[src/hdl/ccp_pkg.sv]
package ccp_pkg;
  localparam int CLK_MHZ = 250;
  localparam int SW_FREQ_KHZ = 100;
  localparam int PER_CYC = CLK_MHZ * 1000 / SW_FREQ_KHZ;
  localparam int JIT_PCT = 4;
  localparam int JIT_PERIOD_MS = 4;
  localparam int JIT_AMP = PER_CYC * JIT_PCT / 100;
  localparam int DUTY_NUM = 3;
  localparam int DUTY_SHIFT = 2;
  localparam int SS_STEPS = 32;
  localparam int SS_SHIFT = 5;
  localparam int SS_STEP_US = 300;
  localparam int SS_STEP_CYC = SS_STEP_US * CLK_MHZ;
  localparam int SS_TIME_MS = 10;
  localparam int SS_TIME_CYC = SS_TIME_MS * 1000 * CLK_MHZ;
  localparam int LEB_NORM_NS = 220;
  localparam int LEB_BURST_NS = 180;
  localparam int LEB_NORM_CYC = (LEB_NORM_NS * CLK_MHZ + 999) / 1000;
  localparam int LEB_BURST_CYC = (LEB_BURST_NS * CLK_MHZ + 999) / 1000;
  localparam int PER_W = 13;
  localparam int JIT_W = 9;
  localparam int STEP_W = 6;
  localparam int LEB_W = 7;
  localparam int ADDR_W = 4;
  localparam int DATA_W = 32;
  localparam logic [ADDR_W-1:0] CTRL_OFS = 4'h0;
  localparam logic [ADDR_W-1:0] STAT_OFS = 4'h4;
  localparam int CTRL_BURST_BIT = 0;
  localparam int CTRL_RESTART_BIT = 1;
  localparam int STAT_STEP_LSB = 0;
  localparam int STAT_DONE_BIT = 6;
  localparam int STAT_LATCH_BIT = 7;
  localparam int STAT_GATE_BIT = 8;
  localparam int STAT_JIT_BIT = 9;
  localparam int STAT_SUPPLY_BIT = 10;
  localparam int N_IN = 5;

  typedef enum logic [1:0] {
    CCP_SS_OFF = 2'b00,
    CCP_SS_RAMP = 2'b01,
    CCP_SS_DONE = 2'b10
  } ccp_ss_state_t;

  typedef struct packed {
    logic supply_ok;
    logic burst_cmp;
    logic peak_cmp;
    logic ss_cmp;
    logic pwm_cmp;
  } ccp_sense_t;

  typedef struct packed {
    logic [ADDR_W-1:0] addr;
    logic [DATA_W-1:0] wdata;
    logic wr;
    logic rd;
  } ccp_bus_t;
endpackage : ccp_pkg
[src/hdl/ccp_core.sv]
// Overview of operation
// - gate off when current exceeds feedback
// - start soft-start when supply turns on
// - soft-start limit rises in 32 steps
// - soft-start counter advances every 300us
// - soft-start ends 10ms after switch-on
// - permitted duty climbs from zero to maximum
// - rerun soft-start on every restart attempt
// - 100kHz period, 4% jitter, 4ms jitter period
// - on-time never exceeds 0.75 duty
// - jitter only after soft-start completes
// - oscillator sets latch, comparators clear it
// - latch reset forces gate off immediately
// - gate held low under supply lockout
// - peak current resets latch cycle by cycle
// - blank sense path for all comparators
// - blanking 220ns normal, 180ns burst
// - burst comparator acts only in burst
// - supply off clears soft-start counter
`timescale 1ns/1ps
module ccp_core #(
  parameter int SS_STEP_CYCLES = ccp_pkg::SS_STEP_CYC,
  parameter int SS_TOTAL_CYCLES = ccp_pkg::SS_TIME_CYC,
  parameter int JIT_STEP_PERIODS = 1
) (
  input wire logic i_ref_clk,
  input wire logic i_rst_n,
  input wire ccp_pkg::ccp_sense_t i_sense,
  input wire ccp_pkg::ccp_bus_t i_bus,
  output logic [ccp_pkg::DATA_W-1:0] o_rdata,
  output logic o_gate,
  output logic [ccp_pkg::STEP_W-1:0] o_softstart_limit_level,
  output logic o_ss_sink_en
);
  import ccp_pkg::*;

  // three-stage synchronisers, change accepted when stages 2 and 3 agree
  logic [N_IN-1:0] s1_q, s2_q, s3_q, filt_q, filt_d;
  ccp_sense_t sn;

  genvar gi;
  generate
    for (gi = 0; gi < N_IN; gi++)
    begin : g_sync
      always_comb
      begin
        filt_d[gi] = (s2_q[gi] == s3_q[gi]) ? s3_q[gi] : filt_q[gi];
      end
    end
  endgenerate

  always_ff @(posedge i_ref_clk or negedge i_rst_n)
  begin
    if (!i_rst_n)
    begin
      s1_q <= '0;
      s2_q <= '0;
      s3_q <= '0;
      filt_q <= '0;
    end
    else
    begin
      s1_q <= i_sense;
      s2_q <= s1_q;
      s3_q <= s2_q;
      filt_q <= filt_d;
    end
  end

  assign sn = ccp_sense_t'(filt_q);

  // register port
  logic burst_q, burst_d, restart_q, restart_d;
  logic [DATA_W-1:0] rdata_q, rdata_d;
  logic [DATA_W-1:0] stat;

  // soft-start and oscillator state
  ccp_ss_state_t ss_q, ss_d;
  logic [STEP_W-1:0] step_q, step_d;
  logic [31:0] tick_q, tick_d, tot_q, tot_d;
  logic [PER_W-1:0] per_q, per_d, target, on_max, on_lim;
  logic signed [JIT_W-1:0] jit_q, jit_d;
  logic jdir_q, jdir_d;
  logic [15:0] jper_q, jper_d;
  logic [LEB_W-1:0] leb_q, leb_d;
  logic latch_q, latch_d, sup_q, sup_d;
  logic set_req, rst_req, blanked, sense_rst, cyc_start, running;

  always_comb
  begin
    stat = '0;
    stat[STAT_STEP_LSB +: STEP_W] = step_q;
    stat[STAT_DONE_BIT] = (ss_q == CCP_SS_DONE);
    stat[STAT_LATCH_BIT] = latch_q;
    stat[STAT_GATE_BIT] = o_gate;
    stat[STAT_JIT_BIT] = (ss_q == CCP_SS_DONE);
    stat[STAT_SUPPLY_BIT] = sn.supply_ok;
    burst_d = burst_q;
    restart_d = 1'b0;
    rdata_d = '0;
    if (i_bus.wr && i_bus.addr == CTRL_OFS)
    begin
      burst_d = i_bus.wdata[CTRL_BURST_BIT];
      restart_d = i_bus.wdata[CTRL_RESTART_BIT];
    end
    if (i_bus.rd)
    begin
      unique case (i_bus.addr)
        CTRL_OFS: rdata_d[CTRL_BURST_BIT] = burst_q;
        STAT_OFS: rdata_d = stat;
        default: rdata_d = '0;
      endcase
    end
  end

  // oscillator with triangular jitter and duty ceiling
  always_comb
  begin
    running = (ss_q != CCP_SS_OFF);
    target = PER_W'(PER_CYC + int'(jit_q));
    on_max = PER_W'((int'(target) * DUTY_NUM) >> DUTY_SHIFT);
    on_lim = (ss_q == CCP_SS_RAMP) ?
      PER_W'((int'(on_max) * int'(step_q)) >> SS_SHIFT) : on_max;
    cyc_start = running && per_q == '0;
    per_d = '0;
    if (running && per_q < target - PER_W'(1))
      per_d = per_q + PER_W'(1);
    jit_d = jit_q;
    jdir_d = jdir_q;
    jper_d = jper_q;
    if (ss_q != CCP_SS_DONE)
    begin
      jit_d = '0;
      jdir_d = 1'b1;
      jper_d = '0;
    end
    else if (cyc_start)
    begin
      jper_d = jper_q + 16'h0001;
      if (int'(jper_q) >= JIT_STEP_PERIODS - 1)
      begin
        jper_d = '0;
        if (jdir_q)
        begin
          jit_d = jit_q + JIT_W'(1);
          if (int'(jit_q) >= JIT_AMP - 1)
            jdir_d = 1'b0;
        end
        else
        begin
          jit_d = jit_q - JIT_W'(1);
          if (int'(jit_q) <= 1 - JIT_AMP)
            jdir_d = 1'b1;
        end
      end
    end
  end

  // soft-start sequencer
  always_comb
  begin
    sup_d = sn.supply_ok;
    ss_d = ss_q;
    step_d = step_q;
    tick_d = tick_q;
    tot_d = tot_q;
    unique case (ss_q)
      CCP_SS_OFF:
      begin
        step_d = '0;
        tick_d = '0;
        tot_d = '0;
        if (sn.supply_ok && !sup_q)
          ss_d = CCP_SS_RAMP;
      end
      CCP_SS_RAMP:
      begin
        tot_d = tot_q + 32'h1;
        tick_d = tick_q + 32'h1;
        if (int'(tick_q) >= SS_STEP_CYCLES - 1)
        begin
          tick_d = '0;
          if (int'(step_q) < SS_STEPS)
            step_d = step_q + STEP_W'(1);
        end
        if (int'(tot_q) >= SS_TOTAL_CYCLES - 1)
        begin
          ss_d = CCP_SS_DONE;
          step_d = STEP_W'(SS_STEPS);
        end
      end
      CCP_SS_DONE: ss_d = CCP_SS_DONE;
      default: ss_d = CCP_SS_OFF;
    endcase
    if (restart_q && sn.supply_ok)
    begin
      ss_d = CCP_SS_RAMP;
      step_d = '0;
      tick_d = '0;
      tot_d = '0;
    end
    if (!sn.supply_ok)
    begin
      ss_d = CCP_SS_OFF;
      step_d = '0;
    end
  end

  // pwm latch with blanking of the sense comparators
  always_comb
  begin
    set_req = cyc_start;
    blanked = leb_q != '0 || set_req;
    sense_rst = !blanked && (sn.pwm_cmp
      || sn.peak_cmp
      || (sn.ss_cmp && ss_q == CCP_SS_RAMP)
      || (sn.burst_cmp && burst_q));
    rst_req = sense_rst || per_q >= on_lim || !sn.supply_ok || !running;
    leb_d = (leb_q != '0) ? leb_q - LEB_W'(1) : '0;
    if (set_req && !rst_req)
      leb_d = burst_q ? LEB_W'(LEB_BURST_CYC) : LEB_W'(LEB_NORM_CYC);
    if (rst_req)
      latch_d = 1'b0;
    else if (set_req)
      latch_d = 1'b1;
    else
      latch_d = latch_q;
  end

  assign o_gate = latch_q && !rst_req;
  assign o_rdata = rdata_q;
  assign o_softstart_limit_level = step_q;
  assign o_ss_sink_en = (ss_q == CCP_SS_RAMP);

  always_ff @(posedge i_ref_clk or negedge i_rst_n)
  begin
    if (!i_rst_n)
    begin
      burst_q <= 1'b0;
      restart_q <= 1'b0;
      rdata_q <= '0;
      ss_q <= CCP_SS_OFF;
      step_q <= '0;
      tick_q <= '0;
      tot_q <= '0;
      per_q <= '0;
      jit_q <= '0;
      jdir_q <= 1'b1;
      jper_q <= '0;
      leb_q <= '0;
      latch_q <= 1'b0;
      sup_q <= 1'b0;
    end
    else
    begin
      burst_q <= burst_d;
      restart_q <= restart_d;
      rdata_q <= rdata_d;
      ss_q <= ss_d;
      step_q <= step_d;
      tick_q <= tick_d;
      tot_q <= tot_d;
      per_q <= per_d;
      jit_q <= jit_d;
      jdir_q <= jdir_d;
      jper_q <= jper_d;
      leb_q <= leb_d;
      latch_q <= latch_d;
      sup_q <= sup_d;
    end
  end
endmodule : ccp_core

[config.mk]
export PLATFORM = sky130hd
export DESIGN_NAME = ccp_core
export DESIGN_NICKNAME = d
export VERILOG_FILES = /design/src/hdl/ccp_pkg.sv /design/src/hdl/ccp_core.sv
export SDC_FILE = /design/constraint.sdc
export NUM_CORES = 1
export LEC_CHECK = 0
export ABC_AREA = 1
export ABC_CLOCK_PERIOD_IN_PS = 6800
export BUFFER_PORTS_ARGS = -buffer_cell sky130_fd_sc_hd__buf_2
export CAP_MARGIN = 15
export CELL_PAD_IN_SITES_DETAIL_PLACEMENT = 0
export CELL_PAD_IN_SITES_GLOBAL_PLACEMENT = 1
export CORE_ASPECT_RATIO = 0.75
export CORE_MARGIN = 4
export CORE_UTILIZATION = 41
export DETAILED_ROUTE_END_ITERATION = 10
export PLACE_DENSITY = 0.85
export SLEW_MARGIN = 20
export SYNTH_ARGS = -nofsm -noshare
export SYNTH_HDL_FRONTEND = slang
export SYNTH_SLANG_ARGS = --single-unit
[constraint.sdc]
create_clock -name i_ref_clk -period 6.8 [get_ports i_ref_clk]
set_clock_uncertainty 0.2 [all_clocks]
set_input_delay 0.68 -clock i_ref_clk [delete_from_list [all_inputs] [get_ports i_ref_clk]]
set_output_delay 0.68 -clock i_ref_clk [all_outputs]
set_load 0.01 [all_outputs]
==> out/results.md <==
| Parameter | Value |
|---|---|
| Result of the run | finished, violations left |
| Failing checks | negative setup slack |
| Vias after detailed routing | 10,400 |
| FP Rows | 52 |
| Width of the chip | 200 um |
| Yosys top cell area share | 29.9% |
| DRC violation count after routing | 0 |
| Crit path capture type | output port |
| Shortest clock period the worst path allows after layout | 7.61 ns |
| Ant. Diodes | 0 |
| Total Nets Final | 1,844 |
| Clock-pin slew on the worst setup and hold paths | 0.06 ns |
| Number of setup violations in the final report | 1 |
| Net switching power | 1020 uW |
| Post-synth design cell area | 11,300 um^2 |
| Remaining global-route overflow | 0 |
| Delay contributed by the slowest stage of the critical path | 0.49 ns |
| LEAKAGE | 0.00683 uW |
| Cell with the most instances after synthesis | sky130_fd_sc_hd__nand2_1 |
| H-tree lvl count | 4 |
| Core outline area | 27,100 um^2 |
| Main flop type after synthesis | sky130_fd_sc_hd__dfrtp_1 |
| Worst-case setup margin in the final layout | -0.805 ns |
| Initial antenna violation count | 1 |
| Global-route usage over all layers | 20.8% |
| Comb pwr share | 30.2% |
| Drt initial violations | 627 |
| Input/output buffers | 33 |
| Warnings, synthesis | 0 |
| Clock network fraction of design power | 35.9% |
| Starting density of the core | 41.7% |
| Critical Path Most Common Cell | sky130_fd_sc_hd__nand2_1 |
| Number of flops mapped to enable cells by yosys | 0 |
| Worst slew margin relative to its limit | 43.3% |
| Post-synthesis cell count | 1,504 |
| Slowest cell on the critical path | sky130_fd_sc_hd__fa_1 |
| Fraction of registers with async set or reset after synthesis | 100% |
| Vias per cell | 5.11 |
| Share of post-route cells with drive strength above 1 | 23.2% |
| Transition time of the tightest slew-check pin | 0.848 ns |
| Proportion of total power due to net switching | 37.8% |
| Library cell occupying the most area in the post-synthesis netlist | sky130_fd_sc_hd__dfrtp_1 |
| Power Density | 191 nW/um^2 |
| Y dimension of the die | 152 um |
| Number of nets with antenna violations after routing | 0 |
| Worst-skew pair later-pin latency | 0.43 ns |
| Crit Path Category | reg -> out |
| Cts bufs inserted | 17 |
| Estimated wirelength of the detail-placed design | 22.9 mm |
| Fin area | 14,100 um^2 |
| Vias in the first global route | 9,987 |
| Period utilisation layout | 112% |
| Boundary pin count | 85 |
| # clock sinks | 136 |
| Register area share after synthesis | 30.1% |
| Final wirelength | 30.9 mm |
| Cell area reported after detailed placement | 12,700 um^2 |
| 1st-pass router iterations | 5 |
| Data required, critical path | 5.92 ns |
| Class of the tightest hold or removal check | in -> async |
| Clock tree from TritonCTS | yes |
| Setup repair after global routing missed its margin | true |
| Count of final max-slew check failures | 0 |
| Maximum clock insertion buffer count | 2 |
| Internal Dissipation | 1680 uW |
| Most frequent cells after synthesis | sky130_fd_sc_hd__nand2_1 (330), sky130_fd_sc_hd__inv_1 (198), sky130_fd_sc_hd__nor2_1 (172), sky130_fd_sc_hd__dfrtp_1 (135), sky130_fd_sc_hd__nand3_1 (93) |
| Syn_area_per_cell | 7.51 um^2 |
| Highest attainable clock frequency | 131 MHz |
| Worst-path fanout max | 5 |
| Overall die area | 30,300 um^2 |
| Average wire per cell in the routed design | 15.2 um |
| Area contributors post-synth | sky130_fd_sc_hd__dfrtp_1 (30%), sky130_fd_sc_hd__nand2_1 (11%), sky130_fd_sc_hd__ha_1 (9.5%) |
| Weighted congestion reported at the end of routability-driven placement | 0.875 |
| Max_cap viols | 0 |
| Flop pwr share | 33.9% |
| Worst reg2reg setup slack | 0.07 ns |
| CP startpoint kind | flop |
| Maximum number of pins on one net before global-route repair | 80 |
| Hold violation total from the final report | 0 |
| Largest voltage drop on the vdd net | 0.172 mV |
| Final-layout setup total negative slack | -0.805 ns |
| Area added between synthesis and finish | 25.2% |
| Synthesized flop and latch total | 136 |
| Wire length of the first global-routing pass | 50.6 mm |
| Cell at the root of the clock tree | sky130_fd_sc_hd__clkbuf_16 |
| Data arrival time at the worst-slack endpoint | 6.73 ns |
| Synth unique cells | 60 |
==> layout by cell type, fill, tap and decap left out, drive strengths merged, types with 3 or more instances in the layout <==
| cell type | Yosys | routed |
|---|---|---|
| nor2 | 184 | 184 |
| conb | 2 | 22 |
| nand3 | 99 | 99 |
| nor4 | 5 | 5 |
| o21bai | 4 | 4 |
| fa | 42 | 42 |
| nand4 | 36 | 36 |
| o22ai | 25 | 25 |
| a31oi | 5 | 5 |
| nand3b | 4 | 4 |
| nand2 | 349 | 349 |
| nor3 | 49 | 49 |
| o211ai | 3 | 3 |
| o21ai | 73 | 73 |
| clkinv | 5 | 8 |
| o31ai | 5 | 5 |
| a21oi | 57 | 57 |
| maj3 | 5 | 5 |
| inv | 212 | 217 |
| dfrtp | 135 | 135 |
| xor2 | 39 | 39 |
| clkinvlp | 0 | 3 |
| xnor2 | 10 | 10 |
| clkbuf | 11 | 19 |
| buf | 31 | 170 |
| or2 | 10 | 10 |
| a21o | 3 | 3 |
| ha | 86 | 86 |
==> state kept, by name (all words and copies together) (netlist names) <==
register,flops
tick_q,32
tot_q,32
per_q,13
o_rdata,10
jit_q,9
leb_q,7
o_softstart_limit_level,6
filt_q,5
s1_q,5
s2_q,5
s3_q,5
ss_q,2
burst_q,1
jdir_q,1
latch_q,1
restart_q,1
sup_q,1
==> worst max-delay path, delay by kind of cell (launching register included) <==
kind / cells / cell delay (ns)
and+or+nand+nor: 15 / 1.54
adders and majority gates: 6 / 2.30
DFF: 1 / 0.43
xor gates and xnor gates: 1 / 0.16
AOI/OAI and AO/OA: 5 / 0.86
buffers and inverters: 9 / 0.99
==> final timing paths <==
kind                           from          to  depth (start not counted)
setup / recovery           jit_q[2]      o_gate                         36
hold / removal              i_rst_n   tot_q[28]                          1
setup reg to reg           jit_q[2]  o_rdata[8]                         37
hold reg to reg             s1_q[2]     s2_q[2]                          0
max in group asynchronous   i_rst_n    jit_q[2]                          2
min in group i_ref_clk      s1_q[2]     s2_q[2]                          0
==> power by group through the flow <==
stage | Combinational [uW] | Sequential, uW | Clock, uW
after global routing | 916 | 923 | 1020
after CTS | 755 | 914 | 992
after global placement | 725 | 925 | 0
after detailed placement | 744 | 927 | 0
final | 813 | 915 | 968
after floorplan | 504 | 913 | 0
==> per-stage QoR <==
| step | utilization (%) | hold slack, ns | total power, uW | setup slack, ns | cells |
|---|---|---|---|---|---|
| after global routing | 52.2 | 0.132 | 2860 | -1.21 | 2035 |
| after CTS | 50.7 | 0.126 | 2660 | -0.808 | 2026 |
| after floorplan | - | 0.131 | 1420 | 0.00913 | 1524 |
| after detailed placement | 47.0 | 0.135 | 1670 | -0.567 | 1980 |
| after global placement | 47.0 | 0.133 | 1650 | -0.465 | 1980 |
| final | 52.2 | 0.0837 | 2700 | -0.805 | 2035 |
==> layer usage <==
metal / part of all wire (%) / global-route usage, % / routed length (um)
met2: 42 / 30.3 / 13100
met5: 0.023 / 0 / 7
met4: 1.5 / 4.24 / 453
met3: 6.0 / 3.85 / 1840
met1: 50 / 32.0 / 15500
==> kinds of logic after synthesis <==
logic type / Yosys count / share of synthesized area [%]
AO/OA/AOI/OAI: 185 / 9.36
XOR/XNOR: 49 / 4.17
adder cells (fa/ha/maj): 133 / 17.4
buffers and inverters: 259 / 9.47
flip-flops: 136 / 30.1
other: 2 / 0.0665
AND/OR/NAND/NOR: 740 / 29.4
==> cell type report <==
cell class | instances | area [um^2]
inverter | 217 | 823
tap | 351 | 439
multi-input combinational | 1129 | 7620
clock inverter | 13 | 159
sequential | 136 | 3410
timing repair buffer | 170 | 1230
fill | 2552 | 12900
clock buffer | 19 | 453
==> what timing repair did <==
action / 4_1_cts / 5_1_grt
hold buffers: 0 / 0
buffers inserted: 14 / 9
pin swaps: 46 / 62
setup endpoints to repair: 7 / 10
resized for setup: 53 / 90
Power figures use the tool's default switching activity.
